<file path="src/hdl/lpi_pkg.sv">
// Constants for the LED power register port: bus address, register map,
// field positions, reset values and sampling parameters.
// Assumes a single system clock domain; SCL and SDA are sampled pins.
package lpi_pkg;
    localparam logic [6:0] DEV_ADDR        = 7'h76;
    localparam int         NUM_REGS        = 9;
    localparam logic [7:0] OFS_POWER       = 8'h00;
    localparam logic [7:0] OFS_BACKLIGHT   = 8'h01;
    localparam logic [7:0] OFS_DIMMING     = 8'h02;
    localparam logic [7:0] OFS_REG12       = 8'h03;
    localparam logic [7:0] OFS_REG3_BOOST  = 8'h04;
    localparam logic [7:0] OFS_MAIN_CUR    = 8'h05;
    localparam logic [7:0] OFS_SUB5_CUR    = 8'h06;
    localparam logic [7:0] OFS_SUB6_CUR    = 8'h07;
    localparam logic [7:0] OFS_SUB_LED7_ENABLE_CUR    = 8'h08;
    localparam logic [7:0] RST_POWER       = 8'h00;
    localparam logic [7:0] RST_BACKLIGHT   = 8'h00;
    localparam logic [7:0] RST_DIMMING     = 8'h26;
    localparam logic [7:0] RST_REG12       = 8'h6C;
    localparam logic [7:0] RST_REG3_BOOST  = 8'hBA;
    localparam logic [7:0] RST_CURRENT     = 8'h01;
    localparam int         BIT_SOFT_RESET  = 7;
    localparam int         BIT_BOOST_EN    = 6;
    localparam int         BIT_CHARGE      = 6;
    localparam logic [7:0] DIMMING_MASK    = 8'hFB;
    localparam logic [7:0] REG12_MASK      = 8'hEF;
    localparam int         SYNC_STAGES     = 2;
endpackage : lpi_pkg

</file>
<file path="src/hdl/lpi_sync.sv">
// Two-flop synchroniser for one pin level.
// Assumes the input is asynchronous to SYS_CLK.
`timescale 1ns/10ps
`default_nettype none
module lpi_sync #(
    parameter logic RESET_VAL = 1'b1
) (
    input  wire logic clk,
    input  wire logic resetn,
    input  wire logic din,
    output var  logic dout
);
    logic meta_r;

    // The first stage feeds only the second stage.
    always_ff @(posedge clk) begin
        if (!resetn) begin
            meta_r <= RESET_VAL;
            dout   <= RESET_VAL;
        end else begin
            meta_r <= din;
            dout   <= meta_r;
        end
    end
endmodule : lpi_sync
`default_nettype wire

</file>
<file path="src/hdl/lpi_top.sv">
// Two-wire slave port with the first register bank of the LED power device.
// Assumes SCL and SDA arrive as pin levels, slow against the 125 MHz SYS_CLK.
`timescale 1ns/10ps
`default_nettype none
module lpi_top (
    input  wire logic       SYS_CLK,
    input  wire logic       RESETN,
    input  wire logic       SCL_I,
    input  wire logic       SDA_I,
    output var  logic       SDA_O,
    output var  logic       SDA_OE_N,
    output var  logic       CHARGE_INDICATOR_OUT_O,
    output var  logic       CHARGE_INDICATOR_OUT_OE_N,
    output var  logic [7:0] POWER_ONOFF_CONTROL,
    output var  logic [7:0] BACKLIGHT_ONOFF_CONTROL,
    output var  logic [7:0] DIMMING_SIGNAL_CONTROL,
    output var  logic [7:0] REGULATOR12_VOLTAGE,
    output var  logic [7:0] REGULATOR3_BOOST_VOLTAGE,
    output var  logic [7:0] MAIN_WHITE_CURRENT,
    output var  logic [7:0] SUB5_WHITE_CURRENT,
    output var  logic [7:0] SUB6_WHITE_CURRENT,
    output var  logic [7:0] SUB_LED7_ENABLE_WHITE_CURRENT,
    output var  logic       BOOST_ENABLE
);
    typedef enum logic [2:0] {
        ST_IDLE, ST_ADDR, ST_ACK, ST_PTR, ST_WDATA, ST_RDATA, ST_MACK
    } lpi_state_t;

    typedef struct packed {
        lpi_state_t state;
        logic [2:0] bitcnt;
        logic [7:0] shift;
        logic [7:0] ptr;
        logic       rw;
        logic       ptr_done;
        logic       drive_low;
        logic       scl_d;
        logic       sda_d;
        logic       byte_done;
        logic [8:0][7:0] regs;
    } lpi_st_t;

    lpi_st_t    st_r;
    lpi_st_t    st_nxt;
    logic       scl_s;
    logic       sda_s;
    logic       scl_rise;
    logic       scl_fall;
    logic       start_cond;
    logic       stop_cond;
    logic [7:0] rd_byte;
    logic [7:0] wr_mask;

    lpi_sync #(.RESET_VAL(1'b1)) u_scl_sync (
        .clk    (SYS_CLK),
        .resetn (RESETN),
        .din    (SCL_I),
        .dout   (scl_s)
    );

    lpi_sync #(.RESET_VAL(1'b1)) u_sda_sync (
        .clk    (SYS_CLK),
        .resetn (RESETN),
        .din    (SDA_I),
        .dout   (sda_s)
    );

    // Edge and bus condition decode on the synchronised lines.
    assign scl_rise   = scl_s & ~st_r.scl_d;
    assign scl_fall   = ~scl_s & st_r.scl_d;
    assign start_cond = scl_s & st_r.scl_d & st_r.sda_d & ~sda_s;
    assign stop_cond  = scl_s & st_r.scl_d & ~st_r.sda_d & sda_s;

    // Read data for the current pointer; unmapped pointers read zero.
    always_comb begin
        rd_byte = 8'h00;
        if (st_r.ptr < 8'(lpi_pkg::NUM_REGS)) begin
            rd_byte = st_r.regs[st_r.ptr[3:0]];
        end
    end

    // Writable bits per register; don't-care bits are written as zero.
    always_comb begin
        wr_mask = 8'hFF;
        if (st_r.ptr == lpi_pkg::OFS_DIMMING) begin
            wr_mask = lpi_pkg::DIMMING_MASK;
        end else if (st_r.ptr == lpi_pkg::OFS_REG12) begin
            wr_mask = lpi_pkg::REG12_MASK;
        end
    end

    // Protocol engine and register bank next-state logic.
    always_comb begin
        st_nxt       = st_r;
        st_nxt.scl_d = scl_s;
        st_nxt.sda_d = sda_s;
        if (start_cond) begin
            st_nxt.state     = ST_ADDR;
            st_nxt.bitcnt    = 3'd0;
            st_nxt.drive_low = 1'b0;
            st_nxt.ptr_done  = 1'b0;
            st_nxt.byte_done = 1'b0;
        end else if (stop_cond) begin
            st_nxt.state     = ST_IDLE;
            st_nxt.drive_low = 1'b0;
        end else begin
            case (st_r.state)
                ST_IDLE: begin
                    st_nxt.drive_low = 1'b0;
                end
                ST_ADDR, ST_PTR, ST_WDATA: begin
                    // Sample one bit per rising SCL edge; the eighth rise marks a full byte.
                    if (scl_rise) begin
                        st_nxt.shift  = {st_r.shift[6:0], sda_s};
                        st_nxt.bitcnt = st_r.bitcnt + 3'd1;
                        if (st_r.bitcnt == 3'd7) begin
                            st_nxt.byte_done = 1'b1;
                        end
                    end
                    // The SCL fall that closes a start must not count as a byte end.
                    if (scl_fall && st_r.byte_done) begin
                        // Byte complete after eight rises: act on falling edge.
                        st_nxt.byte_done = 1'b0;
                        if (st_r.state == ST_ADDR) begin
                            if (st_r.shift[7:1] == lpi_pkg::DEV_ADDR) begin
                                st_nxt.rw        = st_r.shift[0];
                                st_nxt.drive_low = 1'b1;
                                st_nxt.state     = ST_ACK;
                            end else begin
                                st_nxt.state = ST_IDLE;
                            end
                        end else if (st_r.state == ST_PTR) begin
                            st_nxt.ptr       = st_r.shift;
                            st_nxt.ptr_done  = 1'b1;
                            st_nxt.drive_low = 1'b1;
                            st_nxt.state     = ST_ACK;
                        end else begin
                            for (int i = 0; i < lpi_pkg::NUM_REGS; i++) begin
                                if (st_r.ptr == 8'(i)) begin
                                    st_nxt.regs[i] = st_r.shift & wr_mask;
                                end
                            end
                            st_nxt.ptr       = st_r.ptr + 8'd1;
                            st_nxt.drive_low = 1'b1;
                            st_nxt.state     = ST_ACK;
                        end
                    end
                end
                ST_ACK: begin
                    // Hold the acknowledge through the ninth pulse, then release or load data.
                    if (scl_fall) begin
                        st_nxt.bitcnt    = 3'd0;
                        st_nxt.drive_low = 1'b0;
                        if (st_r.rw) begin
                            st_nxt.state     = ST_RDATA;
                            st_nxt.shift     = rd_byte;
                            st_nxt.drive_low = ~rd_byte[7];
                        end else begin
                            st_nxt.state = st_r.ptr_done ? ST_WDATA : ST_PTR;
                        end
                    end
                end
                ST_RDATA: begin
                    // Shift a byte out, changing SDA only while SCL is low.
                    if (scl_fall) begin
                        st_nxt.bitcnt = st_r.bitcnt + 3'd1;
                        if (st_r.bitcnt == 3'd7) begin
                            st_nxt.drive_low = 1'b0;
                            st_nxt.state     = ST_MACK;
                        end else begin
                            st_nxt.shift     = {st_r.shift[6:0], 1'b0};
                            st_nxt.drive_low = ~st_r.shift[6];
                        end
                    end
                end
                ST_MACK: begin
                    // Master acknowledge continues; no acknowledge ends the read.
                    if (scl_rise) begin
                        if (sda_s) begin
                            st_nxt.state = ST_IDLE;
                        end else begin
                            st_nxt.ptr = st_r.ptr + 8'd1;
                        end
                    end
                    if (scl_fall) begin
                        st_nxt.bitcnt    = 3'd0;
                        st_nxt.state     = ST_RDATA;
                        st_nxt.shift     = rd_byte;
                        st_nxt.drive_low = ~rd_byte[7];
                    end
                end
                default: begin
                    st_nxt.state = ST_IDLE;
                end
            endcase
        end
        // Soft reset bit restores every default and clears itself.
        if (st_r.regs[0][lpi_pkg::BIT_SOFT_RESET]) begin
            st_nxt.regs[0] = lpi_pkg::RST_POWER;
            st_nxt.regs[1] = lpi_pkg::RST_BACKLIGHT;
            st_nxt.regs[2] = lpi_pkg::RST_DIMMING;
            st_nxt.regs[3] = lpi_pkg::RST_REG12;
            st_nxt.regs[4] = lpi_pkg::RST_REG3_BOOST;
            for (int i = 5; i < lpi_pkg::NUM_REGS; i++) begin
                st_nxt.regs[i] = lpi_pkg::RST_CURRENT;
            end
        end
    end

    // State register with register defaults at reset.
    always_ff @(posedge SYS_CLK) begin
        if (!RESETN) begin
            st_r.state     <= ST_IDLE;
            st_r.bitcnt    <= 3'd0;
            st_r.shift     <= 8'h00;
            st_r.ptr       <= 8'h00;
            st_r.rw        <= 1'b0;
            st_r.ptr_done  <= 1'b0;
            st_r.drive_low <= 1'b0;
            st_r.byte_done <= 1'b0;
            st_r.scl_d     <= 1'b1;
            st_r.sda_d     <= 1'b1;
            st_r.regs[0]   <= lpi_pkg::RST_POWER;
            st_r.regs[1]   <= lpi_pkg::RST_BACKLIGHT;
            st_r.regs[2]   <= lpi_pkg::RST_DIMMING;
            st_r.regs[3]   <= lpi_pkg::RST_REG12;
            st_r.regs[4]   <= lpi_pkg::RST_REG3_BOOST;
            for (int i = 5; i < lpi_pkg::NUM_REGS; i++) begin
                st_r.regs[i] <= lpi_pkg::RST_CURRENT;
            end
        end else begin
            st_r <= st_nxt;
        end
    end

    // Output flops; codes pass raw, the analog sink scales 0.1 mA per step.
    always_ff @(posedge SYS_CLK) begin
        if (!RESETN) begin
            SDA_O                     <= 1'b0;
            SDA_OE_N                  <= 1'b1;
            CHARGE_INDICATOR_OUT_O    <= 1'b0;
            CHARGE_INDICATOR_OUT_OE_N <= 1'b1;
            POWER_ONOFF_CONTROL       <= lpi_pkg::RST_POWER;
            BACKLIGHT_ONOFF_CONTROL   <= lpi_pkg::RST_BACKLIGHT;
            DIMMING_SIGNAL_CONTROL    <= lpi_pkg::RST_DIMMING;
            REGULATOR12_VOLTAGE       <= lpi_pkg::RST_REG12;
            REGULATOR3_BOOST_VOLTAGE  <= lpi_pkg::RST_REG3_BOOST;
            MAIN_WHITE_CURRENT        <= lpi_pkg::RST_CURRENT;
            SUB5_WHITE_CURRENT        <= lpi_pkg::RST_CURRENT;
            SUB6_WHITE_CURRENT        <= lpi_pkg::RST_CURRENT;
            SUB_LED7_ENABLE_WHITE_CURRENT        <= lpi_pkg::RST_CURRENT;
            BOOST_ENABLE              <= 1'b0;
        end else begin
            SDA_O                     <= 1'b0;
            SDA_OE_N                  <= ~st_nxt.drive_low;
            CHARGE_INDICATOR_OUT_O    <= 1'b0;
            CHARGE_INDICATOR_OUT_OE_N <= ~st_nxt.regs[2][lpi_pkg::BIT_CHARGE];
            POWER_ONOFF_CONTROL       <= st_nxt.regs[0];
            BACKLIGHT_ONOFF_CONTROL   <= st_nxt.regs[1];
            DIMMING_SIGNAL_CONTROL    <= st_nxt.regs[2];
            REGULATOR12_VOLTAGE       <= st_nxt.regs[3];
            REGULATOR3_BOOST_VOLTAGE  <= st_nxt.regs[4];
            MAIN_WHITE_CURRENT        <= st_nxt.regs[5];
            SUB5_WHITE_CURRENT        <= st_nxt.regs[6];
            SUB6_WHITE_CURRENT        <= st_nxt.regs[7];
            SUB_LED7_ENABLE_WHITE_CURRENT        <= st_nxt.regs[8];
            BOOST_ENABLE              <= st_nxt.regs[0][lpi_pkg::BIT_BOOST_EN];
        end
    end
endmodule : lpi_top
`default_nettype wire

</file>
<file path="config.mk">
export PLATFORM = sky130hd
export DESIGN_NAME = lpi_top
export DESIGN_NICKNAME = d
export VERILOG_FILES = /design/src/hdl/lpi_pkg.sv /design/src/hdl/lpi_sync.sv /design/src/hdl/lpi_top.sv
export SDC_FILE = /design/constraint.sdc
export NUM_CORES = 1
export LEC_CHECK = 0
export ABC_CLOCK_PERIOD_IN_PS = 2400
export BUFFER_PORTS_ARGS = -buffer_cell sky130_fd_sc_hd__buf_4
export CORE_ASPECT_RATIO = 0.9
export CORE_UTILIZATION = 30
export CTS_CLUSTER_DIAMETER = 200
export DETAILED_ROUTE_END_ITERATION = 6
export HOLD_SLACK_MARGIN = 0.02
export PLACE_DENSITY = 0.52
export SLEW_MARGIN = 10
export SYNTH_ARGS = -nofsm -noshare
export SYNTH_HDL_FRONTEND = slang
export SYNTH_SLANG_ARGS = --single-unit
</file>
<file path="constraint.sdc">
create_clock -name SYS_CLK -period 2.4 [get_ports SYS_CLK]
set_input_delay 0.24 -clock SYS_CLK [delete_from_list [all_inputs] [get_ports SYS_CLK]]
set_output_delay 0.24 -clock SYS_CLK [all_outputs]
set_load 0.05 [all_outputs]
</file>
# After elaboration in Yosys (flattened, before gate mapping)
# Index checks and enable logic that the tools add are counted.
[totals]
ff_bits = 106
out_inout_bits = 77
[classes]
add_sub_neg = 2
n_lt_le_gt_ge = 2
n_eq_ne = 36
n_mux = 63
bitwise = 23
n_reduce_logical = 30
[ops]
columns = ["op", "n"]
rows = [
  ["$mux W72", 5],
  ["$mux W8", 17],
  ["$reduce_and A7 Y1", 12],
  ["$mux W73", 1],
  ["$pmux W11 S4", 1],
  ["$mux W14", 3],
  ["$bmux W8 S4", 1],
  ["$eq A8 B3 Y1 const B", 4],
  ["$mux W23", 1],
  ["$mux W11", 2],
  ["$ne A2 B2 Y1 const B", 11],
  ["$mux W21", 1],
  ["$mux W3", 7],
  ["$eq A8 B2 Y1 const B", 2],
  ["$mux W1", 16],
  ["$ne A4 B4 Y1 const B", 4],
  ["$pmux W8 S2", 1],
  ["$not A1 Y1", 15],
  ["$pmux W3 S5", 1],
  ["$eq A3 B3 Y1 const B", 4],
  ["$reduce_and A6 Y1", 2],
  ["$mux W5", 2],
  ["$reduce_and A9 Y1", 1],
  ["$add A8 B1 Y8 const B", 1],
  ["other kinds (27)", 41],
]

# Depth between registers and ports, before layout
[depth]
depth_word = 13
mapped_depth = 10
depth_no_buf = 7

# Modules after synthesis
# Synthesis repeated with hierarchy kept, for this count alone.
[unflattened]
hier_cells = 649
hier_area_um2 = 5749.3
[modules_own_cells]
columns = ["module", "n_inst", "cells_per_inst", "area_per_inst_um2", "seq_area_each_um2"]
rows = [
  ["lpi_top", 1, 641, 5644.2, 2042.0],
  ["lpi_sync", 2, 4, 52.6, 40.0],
]

# Least setup slack after synthesis
# Ideal clock, no wire load.
[synth_timing]
path_type = "register -> register"
from = "register st_r[78] (netlist name)"
to = "register st_r[93] (netlist name)"
setup_ns = 0.074
t_arrival_ns = 2.106
setup_slack_ns = 0.219
stages_incl_launch_ff = 10
path_buffers = 3
synth_period_minus_slack_ns = 2.181
cell_sequence = "dfxtp_1 buf_2 buf_2 buf_2 inv_1 ha_1 nand2_1 a211oi_2 or3b_1 a31oi_1"
[synth_via]
elab_chain_len = 6
elab_cells_between_ends = 8
[synth_lines]
columns = ["element", "line", "text"]
rows = [
  ["from (decl)", "lpi_top.sv:43", "lpi_st_t st_r;"],
  ["from (signal assigned)", "lpi_top.sv:232", "st_r <= st_nxt;"],
  ["$bmux W8 S4", "lpi_top.sv:78", "rd_byte = st_r.regs[st_r.ptr[3:0]];"],
  ["$mux W8 (implied by the code)", "lpi_top.sv:78", ""],
  ["$mux W8 (*)", "lpi_top.sv:77", "if (st_r.ptr < 8'(lpi_pkg::NUM_REGS)) begin"],
  ["$mux W8", "lpi_top.sv:154", "if (st_r.rw) begin"],
  ["$mux W14", "lpi_top.sv:151", "if (scl_fall) begin"],
  ["$pmux W11 S4 (*)", "lpi_top.sv:107", "case (st_r.state)"],
]
# Mark *: on every way between the ends. The rest lies on a longest branch, timed or not. The select of a mux whose other input is x is not followed.
# A chain may end at the register's enable or synchronous reset.

# Worst setup path after layout
[layout_timing]
from = "register st_r[73] (netlist name)"
to = "register st_r[85] (netlist name)"
[layout_via]
elab_chain_len = 5
elab_cells_between_ends = 8
[layout_lines]
columns = ["element", "line", "text"]
rows = [
  ["$not A1 Y1", "lpi_top.sv:72", "assign stop_cond = scl_s & st_r.scl_d & ~st_r.sda_d & sda_s;"],
  ["$and A1 B1 Y1 (2 in a row)", "lpi_top.sv:72", ""],
  ["$not A1 Y1 (no line)", "-", ""],
  ["$reduce_and A7 Y1 (no line) (*)", "-", ""],
]
# Mark *: on every way between the ends. The rest lies on a longest branch, timed or not.

==> results.sh <==
export IMPL_muxShareOfSynthArea_pct=16.5
export IMPL_wl_per_cell_um=18.5
export IMPL_synth_simple_area_share_pct=17.1
export IMPL_r2r_slack_ps=230
export IMPL_dp_hpwl_mm=12.3
export IMPL_synth_compound_area_share_pct=14.6
export IMPL_dp_cells=894
export IMPL_synthFlopType="dfxtp_1"
export IMPL_die_width_um=150
export IMPL_synth_fa_ha_area_share_pct=2.10
export IMPL_first_global_vias=4566
export IMPL_ios=81
export IMPL_holdWs_ps=57.9
export IMPL_ant_nets=0
export IMPL_cp_buffers_inverters=1
export IMPL_initial_utilization_pct=30.8
export IMPL_synthArstFlopShare_pct=0
export IMPL_hold_buffers=0
export IMPL_cts_tree="yes"
export IMPL_vias=4756
export IMPL_ys_ff_latch=106
export IMPL_layout_drive_gt1_share_pct=26.8
export IMPL_leakage_nw=2.93
export IMPL_io_buffers=78
export IMPL_multiInputGateArea_mm2=0.00304
export IMPL_setup_slack_ps=229
export IMPL_syn2layout_area_growth_pct=13.8
export IMPL_h_tree_depth=3
export IMPL_die_area_mm2=0.0204
export IMPL_gp_congestion=0.858
export IMPL_register_area_mm2=0.00212
export IMPL_synth_edf_count=0
export IMPL_p_per_area_mw_per_mm2=500
export IMPL_synth_cell_types=70
export IMPL_max_vdd_ir_drop_uv=392
export IMPL_grt_pass1_wl_mm=26.4
export IMPL_worst_slew_pin_slew_ps=717
export IMPL_cts_buffers=9
export IMPL_max_cap_violations=0
export IMPL_grt_max_degree=56
export IMPL_max_freq_mhz=461
export IMPL_cp_top_family="compound AO/OA/AOI/OAI gates"
export IMPL_drv_slew=0
export IMPL_clkSlewWorstSetupHoldPaths_ps=80
export IMPL_hold_viol_final=0
export IMPL_rsz0062_at_grt="no"
export IMPL_path_class="register to register"
export IMPL_fin_cells=910
export IMPL_clock_path_buffers=2
export IMPL_antenna_found_initial=0
export IMPL_drt_total_wl_mm=16.9
export IMPL_critical_path_max_fanout=9
export IMPL_fin_crit_ps=2170
export IMPL_drt_iter0_drc=413
export IMPL_cp_end_kind="register"
export IMPL_dr_pass1_iters=5
export IMPL_maxSlewHeadroom_pct=52.0
export IMPL_synth_top_family_by_area="simple AND/OR/NAND/NOR gates"
export IMPL_status="finished clean"
export IMPL_slowest_stage="xor2_1"
export IMPL_synth_area_per_cell_um2=9.27
export IMPL_grt_use_total_pct=17.0
export IMPL_yosysWarnings=0
export IMPL_worstPathRequired_ps=2650
export IMPL_synth_xor_area_share_pct=0.295
export IMPL_vias_per_cell=5.23
export IMPL_n_fill_cell=1945
export IMPL_fin_crit_sh_pct=90.5
export IMPL_clkSinkCount=106
export IMPL_antenna_cells=0
export IMPL_remaining_drc_errors=0
export IMPL_max_stage_delay_ps=600
export IMPL_synth_cells=641
export IMPL_min_path_type="input port to register"
export IMPL_arrival_ps=2420
export IMPL_finClkSkew_ps=8.44
export IMPL_setup_viol=0
export IMPL_overflow=0
export IMPL_die_height_um=136
export IMPL_final_nets=669
export IMPL_clk_latency_ps=360
export IMPL_worst_setup_path_start_kind="register"
export IMPL_ctsRootBufferMaster="clkbuf_16"
export IMPL_tns_ps=0
export IMPL_row_count=48
export IMPL_synth_area_mm2=0.00594
export IMPL_core_area_mm2=0.0193
export IMPL_synth_seq_area_share_pct=35.7
export IMPL_crit_chain="xor2_1 -> nand2_1 -> buf_4 -> o21ai_1 -> a21oi_1 -> o221a_2"
export IMPL_detailedPlace_worstSlack_ps=156
[cell usage after synthesis, types with 2 or more instances]
cell type,n,area (um^2)
dfxtp_1,106,2120
buf_4,77,578
nor2_1,71,267
mux2i_1,64,641
nand2_1,41,154
a21oi_1,25,125
o21ai_0,23,115
clkbuf_1,20,75.1
inv_1,17,63.8
mux4_2,14,315
nand2b_1,12,75.1
o211ai_1,12,90.1
buf_2,10,50.1
ha_1,10,125
nand3_1,9,45.0
a221oi_1,8,70.1
o22a_1,8,70.1
and2_1,7,43.8
a32oi_1,6,52.6
nor2b_1,6,37.5
nor3b_1,5,37.5
a211oi_1,4,30.0
a31oi_1,4,25.0
buf_1,4,15.0
o22ai_1,4,25.0
o31ai_1,4,30.0
and3_1,3,18.8
nand3_4,3,52.6
nand3b_1,3,22.5
nand4_1,3,18.8
o21a_1,3,22.5
or2_2,3,18.8
or3b_2,3,26.3
a32o_1,2,20.0
and4_1,2,17.5
buf_6,2,22.5
clkbuf_2,2,10.0
mux2_2,2,22.5
nand4_2,2,25.0
nand4b_1,2,17.5
nor3_1,2,10.0
o211a_1,2,20.0
o311ai_0,2,17.5
or3_1,2,12.5
or3b_1,2,17.5
[final cells by class]
| class | count | area share, % |
|---|---|---|
| inverter | 17 | 0.943 |
| clock buffer | 9 | 3.33 |
| sequential | 106 | 31.4 |
| multi-input combinational | 404 | 45.0 |
| timing repair buffer | 117 | 13.5 |
| tap | 250 | 4.62 |
| clock inverter | 7 | 1.20 |
[worst paths after layout]
kind	from	depth (start not counted)	to
worst max-delay path	st_r[73]	6	st_r[85]
worst max register to register	st_r[73]	6	st_r[85]
worst min-delay path	SDA_I	2	u_sda_sync.meta_r
worst min register to register	u_sda_sync.meta_r	1	u_sda_sync.dout
[state kept, by name (all words and copies together), names as in the netlist]
name / flops
st_r: 28
BACKLIGHT_ONOFF_CONTROL: 8
DIMMING_SIGNAL_CONTROL: 8
MAIN_WHITE_CURRENT: 8
POWER_ONOFF_CONTROL: 8
REGULATOR12_VOLTAGE: 8
REGULATOR3_BOOST_VOLTAGE: 8
SUB5_WHITE_CURRENT: 8
SUB6_WHITE_CURRENT: 8
SUB_LED7_ENABLE_WHITE_CURRENT: 8
CHARGE_INDICATOR_OUT_OE_N: 1
SDA_OE_N: 1
u_scl_sync.dout: 1
u_scl_sync.meta_r: 1
u_sda_sync.dout: 1
u_sda_sync.meta_r: 1
[power by group]
part / leakage, nW / switching (mW) / internal, mW
sequential: 0.855 / 0.00502 / 1.76
combinational: 1.92 / 0.0656 / 0.0267
clock: 0.150 / 0.774 / 0.745
[cells by family after synthesis]
kind of cell	Yosys count
simple gates	191
buf+inv	132
compound gates	119
flops	106
mux	80
fa+ha+maj	10
xor+xnor	2
other cells	1
[cell usage in the layout (no fill, tap or decap), drive strengths merged, types with 13 or more instances in the layout]
cell type,count
a21oi,25
buf,117
dfxtp,106
inv,20
mux2i,64
mux4,14
nand2,41
nand3,13
nor2,72
o21ai,24
[through the flow]
step           instance area [um^2]  util [%]  power (mW)
6_report                       6770      35.1        3.38
5_1_grt                        6770      35.1        3.50
3_5_place_dp                   6430      33.3        1.90
4_1_cts                        6740      34.9        3.42
2_1_floorplan                  5950         -        1.87
3_3_place_gp                   6430      33.3        1.90
[layer usage]
| metal | vias up | wire length (um) | part of all wire, % | global-route usage, % |
|---|---|---|---|---|
| li1 | 2240 | - | - | - |
| met1 | 2326 | 8200 | 49 | 24.9 |
| met2 | 171 | 7370 | 44 | 24.7 |
| met3 | 19 | 1070 | 6.4 | 3.91 |
| met4 | 0 | 215 | 1.3 | 4.83 |
| met5 | - | 0 | 0 | 0 |
[worst register-to-register path, cell delays in order, from the launching register on]
cell and delay (ps):
dfxtp_1 380, xor2_1 600, nand2_1 170, buf_4 190
o21ai_1 370, a21oi_1 90, o221a_2 270
[timing repair]
action                                  CTS  global route
endpoints found under the setup margin    0            12
buffers inserted                          0             0
resized for setup                         0             5
Power figures use the tool's default switching activity.
